$ cat config.mk
export PLATFORM = sky130hd
export DESIGN_NAME = can_transceiver_fault_flags
export DESIGN_NICKNAME = d
export VERILOG_FILES = /design/src/verilog/can_transceiver_fault_flags.v /design/src/verilog/hold_timer.v /design/src/verilog/axil_regs.v
export VERILOG_INCLUDE_DIRS = /design/src /design/src/verilog
export SDC_FILE = /design/constraint.sdc
export NUM_CORES = 1
export LEC_CHECK = 0
export ABC_AREA = 1
export BUFFER_PORTS_ARGS = -buffer_cell sky130_fd_sc_hd__buf_2
export CAP_MARGIN = 15
export CORE_UTILIZATION = 59
export DETAILED_ROUTE_END_ITERATION = 10
export GPL_TIMING_DRIVEN = 0
export PLACE_DENSITY = 0.78
export SETUP_SLACK_MARGIN = 0.3
export SLEW_MARGIN = 10
export SYNTH_ARGS = -nofsm -noshare
export SYNTH_HDL_FRONTEND = slang
export SYNTH_SLANG_ARGS = --single-unit
$ cat constraint.sdc
create_clock -name aclk -period 1.8 [get_ports aclk]
set_input_delay 0.09 -clock aclk [delete_from_list [all_inputs] [get_ports aclk]]
set_output_delay 0.09 -clock aclk [all_outputs]
set_load 0.005 [all_outputs]
$ cat src/verilog/fault_flags_regs.vh
// Constants for the transceiver fault flag block: register offsets, field positions, mode codes and timing.
// Assumes a 40 MHz aclk and an AXI4-Lite slave with 32-bit data.
`ifndef FAULT_FLAGS_REGS_VH
`define FAULT_FLAGS_REGS_VH

// Clock period in ns
`define CLK_PERIOD_NS 25
// Dominant timeout in us (1.2 ms) and its cycle count, rounded down
`define DOMINANT_TIMEOUT_US 1200
`define DOMINANT_TIMEOUT_CYC ((`DOMINANT_TIMEOUT_US * 1000) / `CLK_PERIOD_NS)
// Bus dominant time in us and undervoltage filter time in us (plain defaults)
`define BUS_DOMINANT_TIME_US 1200
`define BUS_DOMINANT_TIME_CYC ((`BUS_DOMINANT_TIME_US * 1000) / `CLK_PERIOD_NS)
`define UV_FILTER_TIME_US 200
`define UV_FILTER_TIME_CYC ((`UV_FILTER_TIME_US * 1000) / `CLK_PERIOD_NS)
// Edge count for bus short set and clear
`define BUS_SHORT_EDGES 3'h4

// Register byte offsets
`define REG_MODE 12'h000
`define REG_INPUTS 12'h004
`define REG_STATUS 12'h008
`define REG_MODE_RESET 32'h0000_0000

// Mode codes in REG_MODE[2:0]
`define MODE_NORMAL 3'h0
`define MODE_SILENT 3'h1
`define MODE_STANDBY 3'h2
`define MODE_GOTOSLEEP 3'h3
`define MODE_SLEEP 3'h4

// REG_INPUTS field positions (condition inputs from analog monitors)
`define IN_BAT_UV 0
`define IN_CORE_UV 1
`define IN_IO_UV 2
`define IN_LOCAL_WAKE 3
`define IN_REMOTE_WAKE 4
`define IN_BUS_SHORT 5
`define IN_OVERTEMP 6

// REG_STATUS field positions
`define ST_COLD_START 0
`define ST_WAKE_REQUEST 1
`define ST_BAT_UV 2
`define ST_CORE_UV 3
`define ST_IO_UV 4
`define ST_BUS_SHORT 5
`define ST_TX_STUCK 6
`define ST_TXRX_SHORT 7
`define ST_BUS_DOM 8
`define ST_OVERTEMP 9
`define ST_DRIVER_EN 10
`define ST_FAULT_OUT 11
`define ST_SLEEP_BLOCK 12

`endif

$ cat src/verilog/can_transceiver_fault_flags.v
// Fault and status flag logic of a CAN FD transceiver: flags, driver enable and fault indicator.
// Assumes pins are synchronous to aclk; mode and analog monitor results are written over AXI4-Lite.
// Operation
// (RQ1) Cold start shows as fault indicator low after entering silent from standby or sleep.
// (RQ2) Cold start flag clears when the mode changes to normal.
// (RQ3) Wake request sets only in standby, go-to-sleep or sleep on wake or power-up.
// (RQ4) Setting the wake request restarts the undervoltage filter timers.
// (RQ5) Wake request clears on entering normal or on core or I/O undervoltage.
// (RQ6) Supply undervoltage flags stay internal, never on the fault indicator.
// (RQ7) Battery undervoltage is a cold start; recovery sets cold start and wake request.
// (RQ8) Core or I/O undervoltage flag sets after the filter time below threshold.
// (RQ9) Six bus short cases are detected while transmitting dominant.
// (RQ10) Bus short flag sets after four faulty dominant-to-recessive transmit transitions.
// (RQ11) Driver stays enabled while the bus short flag is set.
// (RQ12) Bus short clears after four fault-free dominant-to-recessive transitions in normal mode.
// (RQ13) Transmit stuck past the dominant timeout sets a flag shown on normal-to-silent.
// (RQ14) Transmit stuck clears on next transmit rising edge or entry into other modes.
// (RQ15) Transmit falling edge starts a 1.2 ms timer; expiry disables the driver.
// (RQ16) Driver re-enables on next transmit rising edge; receive keeps mirroring the bus.
// (RQ17) Transmit/receive short for the timeout sets a flag, disables driver, shown on normal-to-silent.
// (RQ18) That short clears on rising edge with transmit high, receive low, or mode entry.
// (RQ19) Bus stuck dominant past the bus dominant time sets a flag; clears on receive rise.
// (RQ20) Local faults detected in normal and silent, shown only on normal-to-silent; transmit stuck detected in normal only, the others in every mode.
// (RQ21) Overtemperature disables driver, keeps receive, shows on indicator until temperature falls.
// (RQ22) Go-to-sleep is blocked while the wake request flag is set.
// (RQ23) After wake-up, entering standby drives fault indicator and receive output low.
// (RQ24) Controller reads the indicator right after a normal-to-silent change.
`timescale 1ns/1ps
`default_nettype none
`include "fault_flags_regs.vh"
module can_transceiver_fault_flags #(
  parameter [31:0] dominant_timeout_cyc = `DOMINANT_TIMEOUT_CYC,
  parameter [31:0] bus_dominant_cyc = `BUS_DOMINANT_TIME_CYC,
  parameter [31:0] uv_filter_cyc = `UV_FILTER_TIME_CYC
) (
  // Clock and reset
  input wire aclk,
  input wire aresetn,
  // AXI4-Lite write channels
  input wire [11:0] s_axi_awaddr,
  input wire s_axi_awvalid,
  output wire s_axi_awready,
  input wire [31:0] s_axi_wdata,
  input wire [3:0] s_axi_wstrb,
  input wire s_axi_wvalid,
  output wire s_axi_wready,
  output wire [1:0] s_axi_bresp,
  output wire s_axi_bvalid,
  input wire s_axi_bready,
  // AXI4-Lite read channels
  input wire [11:0] s_axi_araddr,
  input wire s_axi_arvalid,
  output wire s_axi_arready,
  output wire [31:0] s_axi_rdata,
  output wire [1:0] s_axi_rresp,
  output wire s_axi_rvalid,
  input wire s_axi_rready,
  // Controller-side pins
  input wire txd,
  output reg rxd,
  output reg fault_indicator_out,
  // Bus side: received bus level (1 recessive) and driver enable
  input wire bus_rx,
  output reg driver_enable
);
  wire [31:0] mode_reg;
  wire [31:0] inputs_reg;
  wire [31:0] status_word;
  wire [2:0] req_mode;
  reg [2:0] mode;
  reg [2:0] prev_mode;
  reg txd_q;
  reg bus_q;
  reg cold_start_flag;
  reg wake_request_flag;
  reg battery_undervoltage_flag;
  reg bat_uv_q;
  reg bus_short_flag;
  reg [2:0] short_count;
  reg [2:0] clean_count;
  reg short_seen;
  reg transmit_stuck_flag;
  reg tx_rx_short_flag;
  reg bus_stuck_dominant_flag;
  reg overtemperature_shutdown;
  reg show_local;
  reg show_cold;
  reg show_wake;
  wire core_supply_undervoltage_flag;
  wire io_supply_undervoltage_flag;
  wire dto_expired;
  wire txrx_expired;
  wire busdom_expired;
  wire tx_rise;
  wire tx_fall;
  wire rx_rise;
  wire mode_change;
  wire enter_normal;
  wire enter_quiet;
  wire normal_to_silent;
  wire wake_event;
  wire local_clear;

  // Any of normal, standby, go-to-sleep or sleep
  function is_clearing_mode;
    input [2:0] m;
    begin
      is_clearing_mode = (m != `MODE_SILENT);
    end
  endfunction

  // Standby, go-to-sleep or sleep: where wake requests are taken
  function is_low_power;
    input [2:0] m;
    begin
      is_low_power = (m == `MODE_STANDBY) || (m == `MODE_GOTOSLEEP) || (m == `MODE_SLEEP);
    end
  endfunction

  axil_regs u_regs (
    .aclk(aclk),
    .aresetn(aresetn),
    .s_axi_awaddr(s_axi_awaddr),
    .s_axi_awvalid(s_axi_awvalid),
    .s_axi_awready(s_axi_awready),
    .s_axi_wdata(s_axi_wdata),
    .s_axi_wstrb(s_axi_wstrb),
    .s_axi_wvalid(s_axi_wvalid),
    .s_axi_wready(s_axi_wready),
    .s_axi_bresp(s_axi_bresp),
    .s_axi_bvalid(s_axi_bvalid),
    .s_axi_bready(s_axi_bready),
    .s_axi_araddr(s_axi_araddr),
    .s_axi_arvalid(s_axi_arvalid),
    .s_axi_arready(s_axi_arready),
    .s_axi_rdata(s_axi_rdata),
    .s_axi_rresp(s_axi_rresp),
    .s_axi_rvalid(s_axi_rvalid),
    .s_axi_rready(s_axi_rready),
    .mode_reg(mode_reg),
    .inputs_reg(inputs_reg),
    .status_word(status_word)
  );

  // Undervoltage filters restart on a new wake request (see RQ4, see RQ8)
  hold_timer #(.limit(uv_filter_cyc)) u_core_uv (
    .aclk(aclk),
    .aresetn(aresetn),
    .level(inputs_reg[`IN_CORE_UV]),
    .restart(wake_event && !wake_request_flag),
    .expired(core_supply_undervoltage_flag)
  );

  hold_timer #(.limit(uv_filter_cyc)) u_io_uv (
    .aclk(aclk),
    .aresetn(aresetn),
    .level(inputs_reg[`IN_IO_UV]),
    .restart(wake_event && !wake_request_flag),
    .expired(io_supply_undervoltage_flag)
  );

  // Dominant timeout, armed by a transmit falling edge while driving (see RQ15)
  hold_timer #(.limit(dominant_timeout_cyc)) u_dto (
    .aclk(aclk),
    .aresetn(aresetn),
    .level(!txd && driver_enable),
    .restart(tx_fall),
    .expired(dto_expired)
  );

  // Transmit and receive stuck low together reads as the lines shorted (see RQ17)
  hold_timer #(.limit(dominant_timeout_cyc)) u_txrx (
    .aclk(aclk),
    .aresetn(aresetn),
    .level(!txd && !rxd && bus_rx),
    .restart(1'b0),
    .expired(txrx_expired)
  );

  // Bus held dominant (see RQ19)
  hold_timer #(.limit(bus_dominant_cyc)) u_busdom (
    .aclk(aclk),
    .aresetn(aresetn),
    .level(!bus_rx),
    .restart(1'b0),
    .expired(busdom_expired)
  );

  // Go-to-sleep request is held off while a wake request stands (see RQ22)
  assign req_mode = mode_reg[2:0];
  assign tx_rise = txd && !txd_q;
  assign tx_fall = !txd && txd_q;
  assign rx_rise = bus_rx && !bus_q;
  assign mode_change = (mode != prev_mode);
  assign enter_normal = mode_change && (mode == `MODE_NORMAL);
  assign enter_quiet = mode_change && is_clearing_mode(mode);
  assign normal_to_silent = mode_change && (prev_mode == `MODE_NORMAL) && (mode == `MODE_SILENT);
  assign wake_event = is_low_power(mode) && (inputs_reg[`IN_LOCAL_WAKE] || inputs_reg[`IN_REMOTE_WAKE]);
  assign local_clear = enter_quiet;

  // Mode tracking and edge history
  always @(posedge aclk) begin
    if (!aresetn) begin
      mode <= `MODE_STANDBY;
      prev_mode <= `MODE_STANDBY;
      txd_q <= 1'b1;
      bus_q <= 1'b1;
      bat_uv_q <= 1'b0;
    end else begin
      prev_mode <= mode;
      txd_q <= txd;
      bus_q <= bus_rx;
      bat_uv_q <= inputs_reg[`IN_BAT_UV];
      if (req_mode == `MODE_GOTOSLEEP && wake_request_flag)
        mode <= mode; // see RQ22
      else if (req_mode <= `MODE_SLEEP)
        mode <= req_mode;
    end
  end

  // Supply flags: battery undervoltage is a cold start on recovery
  always @(posedge aclk) begin
    if (!aresetn) begin
      battery_undervoltage_flag <= 1'b0;
      cold_start_flag <= 1'b1;
      wake_request_flag <= 1'b1;
    end else begin
      battery_undervoltage_flag <= inputs_reg[`IN_BAT_UV];
      if (bat_uv_q && !inputs_reg[`IN_BAT_UV])
        cold_start_flag <= 1'b1; // see RQ7
      else if (enter_normal)
        cold_start_flag <= 1'b0; // see RQ2
      // Set wins over clear when both arrive together
      if ((bat_uv_q && !inputs_reg[`IN_BAT_UV]) || wake_event)
        wake_request_flag <= 1'b1; // see RQ3, see RQ7
      else if (enter_normal || core_supply_undervoltage_flag || io_supply_undervoltage_flag)
        wake_request_flag <= 1'b0; // see RQ5
    end
  end

  // Bus short counting over transmit dominant-to-recessive edges (see RQ9)
  always @(posedge aclk) begin
    if (!aresetn) begin
      bus_short_flag <= 1'b0;
      short_count <= 3'h0;
      clean_count <= 3'h0;
      short_seen <= 1'b0;
    end else if (mode != `MODE_NORMAL) begin
      bus_short_flag <= 1'b0;
      short_count <= 3'h0;
      clean_count <= 3'h0;
      short_seen <= 1'b0;
    end else begin
      // Latch the fault while transmitting dominant, judge it at the rising edge
      if (!txd && inputs_reg[`IN_BUS_SHORT])
        short_seen <= 1'b1;
      if (tx_rise) begin
        short_seen <= 1'b0;
        if (short_seen) begin
          clean_count <= 3'h0;
          if (short_count == `BUS_SHORT_EDGES - 3'h1)
            bus_short_flag <= 1'b1; // see RQ10
          if (short_count != `BUS_SHORT_EDGES)
            short_count <= short_count + 3'h1;
        end else begin
          short_count <= 3'h0;
          if (clean_count == `BUS_SHORT_EDGES - 3'h1)
            bus_short_flag <= 1'b0; // see RQ12
          if (clean_count != `BUS_SHORT_EDGES)
            clean_count <= clean_count + 3'h1;
        end
      end
    end
  end

  // Local faults: transmit stuck detected in normal only, the other two in every mode (see RQ20)
  always @(posedge aclk) begin
    if (!aresetn) begin
      transmit_stuck_flag <= 1'b0;
      tx_rx_short_flag <= 1'b0;
      bus_stuck_dominant_flag <= 1'b0;
    end else begin
      if (dto_expired)
        transmit_stuck_flag <= 1'b1; // see RQ13
      else if (tx_rise || local_clear)
        transmit_stuck_flag <= 1'b0; // see RQ14
      if (txrx_expired)
        tx_rx_short_flag <= 1'b1; // see RQ17
      else if ((tx_rise && !rxd) || local_clear)
        tx_rx_short_flag <= 1'b0; // see RQ18
      if (busdom_expired)
        bus_stuck_dominant_flag <= 1'b1; // see RQ19
      else if (rx_rise || local_clear)
        bus_stuck_dominant_flag <= 1'b0; // see RQ19
    end
  end

  // Overtemperature follows the monitor, which carries its own hysteresis (see RQ21)
  always @(posedge aclk) begin
    if (!aresetn)
      overtemperature_shutdown <= 1'b0;
    else
      overtemperature_shutdown <= inputs_reg[`IN_OVERTEMP];
  end

  // Indication latches, taken on the transition that reveals them
  always @(posedge aclk) begin
    if (!aresetn) begin
      show_local <= 1'b0;
      show_cold <= 1'b0;
      show_wake <= 1'b0;
    end else begin
      if (normal_to_silent)
        show_local <= transmit_stuck_flag || tx_rx_short_flag || bus_stuck_dominant_flag; // see RQ20
      else if (mode_change)
        show_local <= 1'b0;
      if (mode_change && mode == `MODE_SILENT &&
          (prev_mode == `MODE_STANDBY || prev_mode == `MODE_SLEEP))
        show_cold <= cold_start_flag; // see RQ1
      else if (mode_change)
        show_cold <= 1'b0;
      if (mode_change && mode == `MODE_STANDBY)
        show_wake <= wake_request_flag; // see RQ23
      else if (mode_change || !wake_request_flag)
        show_wake <= 1'b0;
    end
  end

  // Outputs; undervoltage flags deliberately feed none of them (see RQ6)
  always @(posedge aclk) begin
    if (!aresetn) begin
      driver_enable <= 1'b0;
      rxd <= 1'b1;
      fault_indicator_out <= 1'b1;
    end else begin
      // Bus short does not gate the driver (see RQ11); timeouts do (see RQ15, see RQ16)
      driver_enable <= (mode == `MODE_NORMAL) && !transmit_stuck_flag && !dto_expired &&
                       !tx_rx_short_flag && !overtemperature_shutdown;
      // Receive mirrors the bus except when signalling a wake (see RQ16, see RQ23)
      rxd <= show_wake ? 1'b0 : bus_rx;
      fault_indicator_out <= !(show_local || show_cold || show_wake || overtemperature_shutdown ||
                               (bus_short_flag && mode == `MODE_NORMAL)); // see RQ10, see RQ21
    end
  end

  // Status word for software
  assign status_word = {19'h00000, (wake_request_flag && req_mode == `MODE_GOTOSLEEP),
                        fault_indicator_out, driver_enable, overtemperature_shutdown,
                        bus_stuck_dominant_flag, tx_rx_short_flag, transmit_stuck_flag,
                        bus_short_flag, io_supply_undervoltage_flag, core_supply_undervoltage_flag,
                        battery_undervoltage_flag, wake_request_flag, cold_start_flag};
endmodule
`default_nettype wire

$ cat src/verilog/hold_timer.v
// Counter that reports when a level has stood true for more than a set number of cycles.
// Assumes the level is synchronous to aclk.
`timescale 1ns/1ps
`default_nettype none
module hold_timer #(
  parameter [31:0] limit = 32'h0000_0010
) (
  // Clock and reset
  input wire aclk,
  input wire aresetn,
  // Level to watch and restart
  input wire level,
  input wire restart,
  // High once the level has stood longer than the limit
  output reg expired
);
  reg [31:0] count;

  // Count while the level holds; saturate so expiry stays asserted
  always @(posedge aclk) begin
    if (!aresetn || !level || restart) begin
      count <= 32'h0000_0000;
      expired <= 1'b0;
    end else if (count < limit) begin
      count <= count + 32'h0000_0001;
      expired <= 1'b0;
    end else begin
      expired <= 1'b1;
    end
  end
endmodule
`default_nettype wire

$ cat src/verilog/axil_regs.v
// AXI4-Lite slave holding the mode and monitor-input registers and showing the status word.
// Assumes one outstanding write and one outstanding read from the master.
`timescale 1ns/1ps
`default_nettype none
`include "fault_flags_regs.vh"
module axil_regs (
  // Clock and reset
  input wire aclk,
  input wire aresetn,
  // Write address and data
  input wire [11:0] s_axi_awaddr,
  input wire s_axi_awvalid,
  output wire s_axi_awready,
  input wire [31:0] s_axi_wdata,
  input wire [3:0] s_axi_wstrb,
  input wire s_axi_wvalid,
  output wire s_axi_wready,
  // Write response
  output reg [1:0] s_axi_bresp,
  output reg s_axi_bvalid,
  input wire s_axi_bready,
  // Read address and data
  input wire [11:0] s_axi_araddr,
  input wire s_axi_arvalid,
  output wire s_axi_arready,
  output reg [31:0] s_axi_rdata,
  output reg [1:0] s_axi_rresp,
  output reg s_axi_rvalid,
  input wire s_axi_rready,
  // Register contents
  output reg [31:0] mode_reg,
  output reg [31:0] inputs_reg,
  input wire [31:0] status_word
);
  reg aw_held;
  reg w_held;
  reg [11:0] aw_addr;
  reg [31:0] w_data;
  reg [3:0] w_strb;
  integer i;

  // Take address and data in either order, one write at a time
  assign s_axi_awready = !aw_held && !s_axi_bvalid;
  assign s_axi_wready = !w_held && !s_axi_bvalid;
  assign s_axi_arready = !s_axi_rvalid;

  // Write side: store, apply byte strobes, answer SLVERR on unmapped address
  always @(posedge aclk) begin
    if (!aresetn) begin
      aw_held <= 1'b0;
      w_held <= 1'b0;
      aw_addr <= 12'h000;
      w_data <= 32'h0000_0000;
      w_strb <= 4'h0;
      s_axi_bvalid <= 1'b0;
      s_axi_bresp <= 2'h0;
      mode_reg <= `REG_MODE_RESET;
      inputs_reg <= 32'h0000_0000;
    end else begin
      if (s_axi_awvalid && s_axi_awready) begin
        aw_held <= 1'b1;
        aw_addr <= s_axi_awaddr;
      end
      if (s_axi_wvalid && s_axi_wready) begin
        w_held <= 1'b1;
        w_data <= s_axi_wdata;
        w_strb <= s_axi_wstrb;
      end
      if (aw_held && w_held) begin
        aw_held <= 1'b0;
        w_held <= 1'b0;
        s_axi_bvalid <= 1'b1;
        s_axi_bresp <= 2'h0;
        for (i = 0; i < 4; i = i + 1) begin
          if (w_strb[i] && aw_addr[11:2] == `REG_MODE >> 2)
            mode_reg[i*8 +: 8] <= w_data[i*8 +: 8];
          if (w_strb[i] && aw_addr[11:2] == `REG_INPUTS >> 2)
            inputs_reg[i*8 +: 8] <= w_data[i*8 +: 8];
        end
        if (aw_addr[11:2] != `REG_MODE >> 2 && aw_addr[11:2] != `REG_INPUTS >> 2 &&
            aw_addr[11:2] != `REG_STATUS >> 2)
          s_axi_bresp <= 2'h2;
      end else if (s_axi_bvalid && s_axi_bready) begin
        s_axi_bvalid <= 1'b0;
      end
    end
  end

  // Read side: answer one cycle after the address is taken
  always @(posedge aclk) begin
    if (!aresetn) begin
      s_axi_rvalid <= 1'b0;
      s_axi_rdata <= 32'h0000_0000;
      s_axi_rresp <= 2'h0;
    end else if (s_axi_arvalid && s_axi_arready) begin
      s_axi_rvalid <= 1'b1;
      s_axi_rresp <= 2'h0;
      case (s_axi_araddr[11:2])
        `REG_MODE >> 2: s_axi_rdata <= mode_reg;
        `REG_INPUTS >> 2: s_axi_rdata <= inputs_reg;
        `REG_STATUS >> 2: s_axi_rdata <= status_word;
        default: begin
          s_axi_rdata <= 32'h0000_0000;
          s_axi_rresp <= 2'h2;
        end
      endcase
    end else if (s_axi_rvalid && s_axi_rready) begin
      s_axi_rvalid <= 1'b0;
    end
  end
endmodule
`default_nettype wire

## Yosys cells after proc, flatten, opt, wreduce, memory -nomap -nowiden

Index checks and enable logic that the tools add are counted.

- Register bits: 346
- Latch bits: 0
- Bits in writable memories: 0
- ROM bits: 0
- Input port bits: 69
- Output and inout port bits: 44
- Word-level logic and storage cells: 236
- Memories: 0

- $add $sub $neg: 7
- Multiply operators: 0
- Divide/modulo/power cells: 0
- Magnitude comparators: 6
- Equality and inequality tests: 20
- Shifts and indexed selects: 0
- Muxes and demuxes: 31
- Bitwise gates (word level): 2
- Reductions and logical operators: 121

Operator list:

| kind | count |
|---|---|
| $add 32x1->32 const B | 5 |
| $lt 32x16->1 const B | 3 |
| $pmux 32 s3 | 1 |
| $lt 32x13->1 const B | 2 |
| $logic_and 1x1->1 | 42 |
| $logic_or 1x1->1 | 25 |
| $mux 1 | 24 |
| $reduce_and 2->1 | 11 |
| $eq 10x1->1 const B | 2 |
| $logic_not 1->1 | 20 |
| $logic_not 10->1 | 2 |
| $reduce_bool 2->1 | 10 |
| $eq 3x2->1 const B | 6 |
| $mux 3 | 4 |
| $eq 10x2->1 const B | 1 |
| $ne 10x1->1 const B | 1 |
| $ne 10x2->1 const B | 1 |
| $reduce_bool 10->1 | 1 |
| $reduce_or 2->1 | 4 |
| $add 3x1->3 const B | 2 |
| $eq 3x3->1 const B | 2 |
| $logic_not 3->1 | 2 |
| $ne 3x3->1 const B | 2 |
| $reduce_or 3->1 | 2 |
| 9 further kinds | 12 |

## Logic depth before layout (Yosys ltp)

Gate-level depths: netlist of the first run.

- Word-level depth: 6
- Gate-level depth with buffers: 10
- Depth with buffers taken out: 9

## Hierarchy

A second synthesis of the first run with hierarchy kept.

- Cell total of the unflattened synthesis: 2,240
- Area, all modules: 15,408.5 um^2

Modules (own cells, without submodules):

| module | instances | cells each | area an instance (um^2) | seq. area each (um^2) |
|---|---|---|---|---|
| axil_regs | 1 | 950 | 6,361.1 | 2,962.8 |
| hold_timer at u_busdom ... | 3 | 236 | 1,572.8 | 660.6 |
| hold_timer at u_core_uv ... | 2 | 203 | 1,506.4 | 660.6 |
| can_transceiver_fault_flags | 1 | 176 | 1,316.3 | 580.6 |

## Worst setup path after synthesis of the first run

Ideal clock, no wire load.

- Path kind: flip-flop to flip-flop
- Start point: register u_regs.aw_addr[10]
- End point: register u_regs.inputs_reg[0]
- Library setup time: 116 ps
- Data arrival time: 1,361 ps
- Data required time: 1,684 ps
- Setup slack: 323 ps
- Stages on the path, launching flop included: 7
- Buffers on the path: 1
- Clock period less this slack: 1,477 ps
- Cells stage by stage: dfxtp_1 -> or2_4 -> nor3_2 -> nand3_1 -> buf_2 -> o21ai_0 -> nor2_1

- Cells in the longest elaborated chain, start to end: 3

Ends and longest elaborated chain:

| element | RTL line | text |
|---|---|---|
| start: declaration | axil_regs.v:37 | `reg [11:0] aw_addr;` |
| start signal: assignment | axil_regs.v:62 | `aw_addr <= s_axi_awaddr;` |
| $eq 10x1->1 | axil_regs.v:77 | `` if (w_strb[i] && aw_addr[11:2] == `REG_INPUTS >> 2) `` |
| $logic_and 1x1->1 | axil_regs.v:77 |  |
| $reduce_and 2->1 (no source line) | n/a |  |
| end signal: indexed assignment | axil_regs.v:78 | `inputs_reg[i*8 +: 8] <= w_data[i*8 +: 8];` |
| end: declaration | axil_regs.v:32 | `output reg [31:0] inputs_reg,` |

No other way between the ends.
A chain may end at the register's enable or synchronous reset.

## Final worst setup path of the first run

- Start point: register u_regs.aw_addr[2]
- End point: register u_regs.inputs_reg[22]

The elaborated chain is that of the path after synthesis.

==> results of run 1 <==
[cell families (layout without fill, tap and decap cells)]
group / count (synthesis) / after routing / synth area share
simple gates: 1070 / 1071 / 0.3111
flops: 342 / 342 / 0.4760
buf+inv: 339 / 607 / 0.09228
compound gates: 258 / 258 / 0.09133
xor+xnor: 32 / 32 / 0.01948
fa+ha+maj: 11 / 11 / 0.009568
other cells: 1 / 2 / 0.0002607
[critical path: stages, from the launching register on]
cell       delay [ns]
dfxtp_1          0.40
inv_1            0.19
nor3_4           0.35
buf_6            0.21
nand3_4          0.13
clkbuf_16        0.19
o21ai_1          0.13
nor2_1           0.06
[metal layers]
layer | vias to the layer above | global-route usage | share of wire
met4 | 0 | 0.1277 | 0.053
li1 | 6985 | - | -
met1 | 6705 | 0.3660 | 0.39
met3 | 216 | 0.04325 | 0.082
met2 | 827 | 0.5096 | 0.47
met5 | - | 0 | 0
[worst paths after layout]
path	from	slack, ns	cells after the start	to
worst max-delay path	u_regs.aw_addr[2]	0.03	7	u_regs.inputs_reg[22]
worst min-delay path	s_axi_awvalid	-0.02	4	u_regs.aw_addr[2]
worst max register to register	u_regs.aw_addr[2]	0.03	7	u_regs.inputs_reg[22]
worst min register to register	u_io_uv.count[23]	0.42	2	u_io_uv.count[23]
[per-stage QoR]
step,std cells,hold slack [ns],setup WS [ns]
6_report,2642,-0.01556,0.02509
5_1_grt,2642,0.01513,0.005304
4_1_cts,2607,0.05111,0.2774
3_5_place_dp,2478,0.3508,-0.1696
3_3_place_gp,2478,0.3430,-0.1540
2_1_floorplan,2054,0.2373,0.3232
[cells in the final DEF, fill, tap and decap left out, types with 12 or more instances in the layout]
cell / count
a21oi_1: 141
clkbuf_1: 32
dfxtp_1: 314
xor2_1: 16
nor2_1: 334
buf_4: 31
o21ai_2: 24
buf_6: 32
nand3_1: 161
o21ai_0: 64
nor2_4: 14
xnor2_1: 16
clkbuf_2: 12
nand2_2: 22
nor2_2: 19
inv_1: 251
dfxtp_2: 26
buf_2: 120
nand2_1: 428
dlygate4sd3_1: 51
nand4_1: 46
clkbuf_16: 41
[power by group]
part           switching [uW]  internal [uW]  total, uW
clock network            2940           4600       7530
registers                 152           7700       7860
logic                     780            551       1330
[final cells by class]
class,instances,area share
repair buffers,209,0.08852
clock inverters,10,0.008197
clock buffers,49,0.05683
flip-flops and latches,342,0.3760
well taps,319,0.02179
plain buffers,82,0.02821
inverters,257,0.05287
multi-input cells,1374,0.3676
[what timing repair did]
item / 4_1_cts / 5_1_grt
pin swaps: 5 / 48
cloned: 3 / 8
buffers inserted: 15 / 28
gates resized for setup: 87 / 227
hold endpoints to repair: 56 / 0
endpoints found under the setup margin: 188 / 245
hold buffers: 52 / 0
==> summary.md, run 1 <==
| Metric | Value |
|---|---|
| Arr. time, crit path | ~2.2 ns |
| DR iter-0 viols | between 1k and 1.5k |
| # clock sinks | 342 |
| Drt total wl | between 40000 and 50000 um |
| Routed vias/inst | 5.576 |
| Storage element area | 6887 um^2 |
| Area of the multi-input gates | 6734 um^2 |
| Synth Flop Type | dfxtp_1 |
| Maxcap violations | 0 |
| Synthesized cell area | 14390 um^2 |
| NumNets Final | 2382 |
| Syn Area/Cell | about 7.0 um^2 |
| Overflow after GRT | 0 |
| VDD IR max | 0.0008315 V |
| Max Freq | 563.4 MHz |
| Buffers on Ports | 105 |
| Largest net degree at the start of global routing | 14 |
| DRC viols | 0 |
| Synthesis-to-layout area growth | 27.34% |
| Unrepaired setup endpoints after global routing | true |
| Layout Skew | 0.02049 ns |
| Nature of the critical path startpoint | register |
| CP Class | reg -> reg |
| I/O pins | 113 |
| Die width | 158.1 um |
| DRT antenna net count | 0 |
| Core Util, Final | 0.7735 |
| Status | finished with violations |
| Fin Hold WS | -0.01556 ns |
| Largest cells by area after synthesis | dfxtp_1 (48%), nand2_1 (12%), nor2_1 (9.3%), inv_1 (6.6%), nand3_1 (6.0%) |
| Root buf cell | clkbuf_16 |
| Initial Util | 0.6074 |
| Core area | 23680 um^2 |
| Vias | 14.73k |
| Longest Clk Path Bufs | 3 |
| Sequential cell area fraction in the yosys report | 0.4760 |
| Worst Tran Pin Value | 0.8149 ns |
| Mapped Cells | a little over 2k |
| Top-area cell type share of the netlist area | 0.4760 |
| Most common cell in the netlist | nand2_1 |
| Area leader, netlist | dfxtp_1 |
| Fin crit share | 0.9861 |
| List of most frequent post-synthesis cells | nand2_1 (451), nor2_1 (358), dfxtp_1 (342) |
| Asr flop ratio synth | 0 |
| DIE HEIGHT | 158.1 um |
| CTS tree | yes |
| Failing checks | negative hold slack |
| Vias in the first global route | 13.04k |
| Tot Pwr | 16720 uW |
| Ant. Diodes | 0 |
| Number of core rows | 56 |
| DIE AREA | around 25000 um^2 |
| Crit path time final | 1.775 ns |
| LEAKAGE | 0.007333 uW |
| First-pass GRT wire length | 60090 um |
| HP Class | in -> reg |
| Hold Fails Final Rpt | 3 |
| Clock latency on the worst-skew pair | 0.52 ns |
| Synth warn | 0 |
| Worst-path clk slew | 0.06 ns |
| Synth unique cells | 35 |
| DP Area | 15310 um^2 |
| Layout cells sized above 1 | 0.1795 |
| Initial antenna violation count | 0 |
| Fillers | between 1.5k and 2k |
| GRT Overall Usage | 0.2956 |
| Final setup vio count | 0 |
| Finished Cell Area | around 18000 um^2 |
| CTS Buf Count | 36 |
| Max-slew headroom | 0.4567 |
| Crit. End Element | register |
| Final Slew Violations | 0 |
| Gpl congestion | 0.9103 |
| Worst endpoint required time | 2.20 ns |
| Post-DP HPWL | about 24000 um |
| WL per Instance | 15.79 um |
| PwrDens | 912.9 nW/um^2 |
| Final TNS setup | 0 ns |
| DRT Pass-1 Iters | 6 |
| Post-synthesis register bit count | 342 |
| Largest driver fanout on the critical path | 5 |
| H-tree levels | 2 |
| Post-synth EDFFs | 0 |
(Power assumes the default switching activity.)
==> run 2: changes to the inputs <==
MAX_ROUTING_LAYER = met4   (was unset)
==> run 2 against run 1 <==
Against the previous run:
- the run now ends clean
- via count is 1.8% lower
- combinational power decreased by 9.8%
- sequential cell count unchanged
- design area down 0.95%
- count of clock-buffer cells in the layout rose by 3
- final cell count fell by 0.15%
- first-iteration DRC count decreased by 22%
- sequential power about the same
- largest power group unchanged
==> summary.md, run 2 (synthesis results as in run 1) <==
| Metric | Value |
|---|---|
| WL per Instance | 15.28 um |
| Nature of the critical path startpoint | register |
| Core area | 23680 um^2 |
| First-pass GRT wire length | 60920 um |
| Buffers on Ports | roughly 110 |
| Crit. End Element | register |
| Storage element area | 6875 um^2 |
| Gpl congestion | 0.9317 |
| Clock latency on the worst-skew pair | 0.51 ns |
| Drt total wl | 40310 um |
| Max Freq | 571.7 MHz |
| CTS Buf Count | 36 |
| R2r setup slk | 0.05 ns |
| R2R depth | 5 |
| CP Class | reg -> reg |
| LEAKAGE | 0.007198 uW |
| Bufs and invs on worst path | 1 |
| Layout Skew | 0.01154 ns |
| Hold Crit Endpoint | u_regs.s_axi_rdata[31] |
| Net Switching | ~3800 uW |
| Initial Util | 0.6074 |
| Maxcap violations | 0 |
| Status | completed |
| Fillers | 1701 |
| I/O pins | about 110 |
| DRT Pass-1 Iters | 5 |
| Power share of the combinational group | 0.075 |
| DIE AREA | 25010 um^2 |
| Commonest non-fill, non-tap cell in the layout | nand2_1 |
| Internal power | between 10000 and 15000 uW |
| HP Class | in -> reg |
| Critical path's slowest cell | o21ai_1 |
| Vias | 14.47k |
| PwrDens | 879.4 nW/um^2 |
| # clock sinks | 342 |
| Place WS | -0.1960 ns |
| Clk pwr share | 0.432 |
| Synthesis-to-layout area growth | 26.13% |
| Post-DP HPWL | 24060 um |
| CP max stage delay | 0.48 ns |
| Seq pwr share | 0.492 |
| Number of core rows | 56 |
| Hold path cells | 4 |
| Crit. Startpoint | u_regs.s_axi_bvalid |
| H-tree levels | 2 |
| Unrepaired setup endpoints after global routing | true |
| Fin Hold WS | 0.007314 ns |
| Largest driver fanout on the critical path | 10 |
| CTS tree | yes |
| Fin crit share | 0.9718 |
| DRT antenna net count | 0 |
| Area of the multi-input gates | 6788 um^2 |
| Switching share of total power | 0.2392 |
| Reg-to-reg critical path startpoint | u_regs.s_axi_bvalid |
| Worst endpoint required time | 2.16 ns |
| Hold Fails Final Rpt | 0 |
| Min-delay src | s_axi_arvalid |
| DRC viols | 0 |
| Overflow after GRT | 0 |
| GRT Overall Usage | 0.3094 |
| Most frequent cells in the layout | nand2_1 (419), nor2_1 (330), dfxtp_1 (321) |
| Root buf cell | clkbuf_16 |
| Final Worst Setup Slack | 0.05078 ns |
| NumNets Final | 2377 |
| Initial antenna violation count | 0 |
| Final Slew Violations | 0 |
| Longest Clk Path Bufs | 3 |
| Routed vias/inst | 5.484 |
| Worst path cell trace | nor2_1 > nand2_1 > clkbuf_2 > o21ai_1 > a21oi_1 |
| Arr. time, crit path | ~2.1 ns |
| DIE HEIGHT | 158.1 um |
| Final setup vio count | 0 |
| Crit path time final | 1.749 ns |
| Largest net degree at the start of global routing | 14 |
| Vias in the first global route | about 13k |
| Critical path's top delay family | compound AO/OA/AOI/OAI gates |
| VDD IR max | just over 0.0007 V |
| Max-slew headroom | 0.3882 |
| DR iter-0 viols | 1139 |
| Worst Tran Pin Value | slightly above 0.9 ns |
| Layout cells sized above 1 | 0.1803 |
| Reg-to-Reg End | u_regs.w_strb[3] |
| Die width | 158.1 um |
| Worst-path clk slew | 0.07 ns |
==> run 2: worst min-delay path, stage by stage <==
cell and delay, ns:
buf_2 0.08, nand2_2 0.14, nand2_1 0.10, a21oi_1 0.06
==> run 2: power groups by stage <==
stage	registers [uW]	clock network, uW	logic [uW]
final	7850	6900	1200
after global placement	7970	0	742
after global routing	7850	7280	1270
after CTS	7820	6900	1050
after detailed placement	7980	0	757
after floorplan	7940	0	494
==> run 2: final cells by class <==
class | instances | area share
multi-input cells | 1375 | 0.3741
flip-flops and latches | 342 | 0.3789
plain buffers | 82 | 0.02745
clock buffers | 52 | 0.05689
repair buffers | 203 | 0.08468
inverters | 257 | 0.05358
clock inverters | 7 | 0.002207
diodes | 1 | 0.0001379
well taps | 319 | 0.02200
==> run 2: worst max-delay path by stage <==
stage	end	slack, ns	depth (start not counted)
after floorplan	u_regs.inputs_reg[0]	0.32	6
after global placement	u_regs.inputs_reg[27]	-0.15	6
after detailed placement	u_regs.inputs_reg[27]	-0.20	6
after CTS	u_regs.inputs_reg[28]	0.22	8
after global routing	u_regs.w_strb[3]	0.06	5
final	u_regs.w_strb[3]	0.05	5
==> run 2: through the flow <==
| step | instance area (um^2) | power (uW) | util | TNS (ns) | std cells |
|---|---|---|---|---|---|
| after floorplan | 14390 | 8433 | - | 0 | 2054 |
| after global placement | 15310 | 8712 | 0.6466 | -1.856 | 2478 |
| after detailed placement | 15310 | 8733 | 0.6466 | -3.102 | 2478 |
| after CTS | 17460 | 15770 | 0.7373 | 0 | 2613 |
| after global routing | 18140 | 16410 | 0.7660 | 0 | 2637 |
| final | 18140 | 15950 | 0.7661 | 0 | 2638 |
==> run 2: timing repair <==
action,CTS,global route
hold buffers,52,0
gates cloned,4,6
endpoints found under the hold margin,56,0
resized for setup,109,200
pin swaps,10,35
setup endpoints to repair,207,230
setup buffers,20,18
==> run 2: layer usage <==
layer / global-route usage / up-vias / part of all wire
met5: - / - / 0
met4: 0.1566 / 0 / 0.058
met3: 0.05092 / 227 / 0.074
met2: 0.5094 / 650 / 0.47
met1: 0.3649 / 6619 / 0.40
li1: - / 6970 / -
==> run 3: changes to the inputs <==
PLACE_DENSITY = unset   (was 0.78)
PLACE_DENSITY_LB_ADDON = 0.15   (was unset)
==> run 3 against run 2 <==
Against the previous run:
- the flow now finishes with violations (negative hold slack)
- sequential cell count stayed put
- global-route usage hardly changed
- hold slack worse by 0.0094 ns
- total power is 6.1% higher
- critical path type unchanged
- largest cell class unchanged
==> summary.md, run 3 (synthesis results as in run 1) <==
| Metric | Value |
|---|---|
| Status | finished with violations |
| Failing checks | negative hold slack |
| Synthesis-to-layout area growth | 26.72% |
| GRT Overall Usage | 0.3094 |
| Die width | 158.1 um |
| Internal power | 13020 uW |
| Core area | 23680 um^2 |
| # clock sinks | ~340 |
| Initial antenna violation count | 0 |
| CP Class | reg -> reg |
| Core Util, Final | 0.7697 |
| CTS Buf Count | 37 |
| Unrepaired setup endpoints after global routing | true |
| Clock latency on the worst-skew pair | around 0.53 ns |
| Maxcap violations | 0 |
| First-pass GRT wire length | 60610 um |
| HP Class | in -> reg |
| I/O pins | about 110 |
| DIE HEIGHT | 158.1 um |
| Most frequent cells in the layout | nand2_1 (440), nor2_1 (339), dfxtp_1 (310) |
| Hold path cells | 4 |
| Hold Fails Final Rpt | 1 |
| Worst endpoint required time | 2.20 ns |
| Switching share of total power | 0.2311 |
| CTS tree | yes |
| Largest net degree at the start of global routing | 14 |
| DIE AREA | 25010 um^2 |
| Max-slew headroom | 0.4047 |
| Min-delay src | s_axi_arvalid |
| Seq pwr share | 0.464 |
| Worst Tran Pin Value | 0.8929 ns |
| Power share of the combinational group | 0.070 |
| Crit. End Element | register |
| Vias | 14.38k |
| Drt total wl | 40050 um |
| DRT antenna net count | 0 |
| Initial Util | 0.6074 |
| DRC viols | 0 |
| Number of core rows | 56 |
| Overflow after GRT | 0 |
| Crit path time final | around 1.7 ns |
| WL per Instance | around 15 um |
| Layout cells sized above 1 | 0.1750 |
| Post-DP HPWL | 23950 um |
| Gpl congestion | slightly above 0.9 |
| DRT Pass-1 Iters | 6 |
| LEAKAGE | roughly 0.0073 uW |
| Commonest non-fill, non-tap cell in the layout | nand2_1 |
| Hold Crit Endpoint | u_regs.s_axi_rdata[31] |
| Reg-to-reg critical path startpoint | u_regs.w_held |
| DP Area | ~15000 um^2 |
| Worst-path clk slew | 0.07 ns |
| Reg-to-Reg End | u_regs.w_data[4] |
| Tot Pwr | 16930 uW |
| Routed vias/inst | 5.431 |
| Final setup vio count | 0 |
| Dpl cells | 2478 |
| NumNets Final | 2378 |
| Arr. time, crit path | 2.09 ns |
| Layout Skew | 0.02340 ns |
| Max Freq | around 590 MHz |
| Largest driver fanout on the critical path | 10 |
| PwrDens | 928.7 nW/um^2 |
| R2R depth | 6 |
| DR iter-0 viols | 1461 |
| Longest Clk Path Bufs | 3 |
| Root buf cell | clkbuf_16 |
| Clk pwr share | 0.466 |
| Finished Cell Area | approximately 18000 um^2 |
| Final Slew Violations | 0 |
| Nature of the critical path startpoint | register |
| VDD IR max | 0.0006849 V |
| Net Switching | 3913 uW |
| Final TNS setup | 0 ns |
| Post-route insts no fill | ~2.6k |
| H-tree levels | 2 |
| R2r setup slk | 0.11 ns |
| Buffers on Ports | around 110 |
| Fin Hold WS | -0.002100 ns |
| Vias in the first global route | 13.04k |
| Fin crit share | 0.9380 |
-- run 3: cell types whose count changed in the layout (fill, tap and decap cells not counted), sizes merged --
cell         delta
buf             +2
bufinv          +3
clkbuf          +3
clkinv          +2
clkinvlp        -1
diode           +1
dlygate4sd3     -1
-- run 3: critical path: stages (launching register included) --
cell and delay, ns:
dfxtp_1 0.36, nor2_1 0.20, nand2_2 0.15, inv_2 0.16
clkbuf_4 0.25, nor2_1 0.11, nor2_1 0.32
-- run 3: layout make-up --
type / count / area (um^2)
clock buffer: 56 / 1150
multi-input combinational: 1375 / 6710
inverter: 257 / 970.9
sequential: 342 / 6889
buffer: 82 / 493.0
clock inverter: 11 / 140.1
antenna: 2 / 5.005
fill: 1670 / 5454
timing repair buffer: 203 / 1471
tap: 319 / 399.1
-- run 3: worst max-delay path by stage --
stage                                   start               endpoint  slack [ns]  cells after the start
after detailed placement   u_regs.aw_addr[10]   u_regs.inputs_reg[8]       -0.18                      6
after global routing      u_regs.s_axi_bvalid       u_regs.w_data[4]        0.04                      6
after floorplan            u_regs.aw_addr[10]   u_regs.inputs_reg[0]        0.32                      6
final                           u_regs.w_held       u_regs.w_data[4]        0.11                      6
after global placement     u_regs.aw_addr[10]  u_regs.inputs_reg[10]       -0.17                      6
after CTS                   u_regs.aw_addr[9]  u_regs.inputs_reg[10]        0.23                      9
-- run 3: per-layer routing --
metal / GRT usage / share of wire / vias to the layer above
met4: 0.1451 / 0.048 / 0
met5: - / 0 / -
met2: 0.5044 / 0.47 / 667
met3: 0.05667 / 0.080 / 190
met1: 0.3699 / 0.40 / 6533
li1: - / - / 6987
-- run 3: through the flow --
| stage | hold slack (ns) | worst slack, ns |
|---|---|---|
| after detailed placement | 0.3471 | -0.1842 |
| after CTS | 0.0005602 | 0.2344 |
| after global routing | 0.004596 | 0.04316 |
| final | -0.002100 | 0.1115 |
| after floorplan | 0.2373 | 0.3232 |
| after global placement | 0.3460 | -0.1711 |
-- run 3: timing repair --
action / in CTS / in global routing
resized for setup: 100 / 183
buffers inserted: 20 / 20
setup endpoints to repair: 188 / 262
pin swaps: 9 / 33
cloned: 3 / 6
hold buffers: 51 / 0
hold endpoints to repair: 54 / 0
-- run 3: power by group through the flow --
stage	Clock [uW]	Sequential [uW]	Combinational [uW]
global placement	0	7970	741
floorplan	0	7940	494
global route	8270	7860	1270
CTS	7970	7820	973
detailed placement	0	7970	758
finish	7880	7860	1190
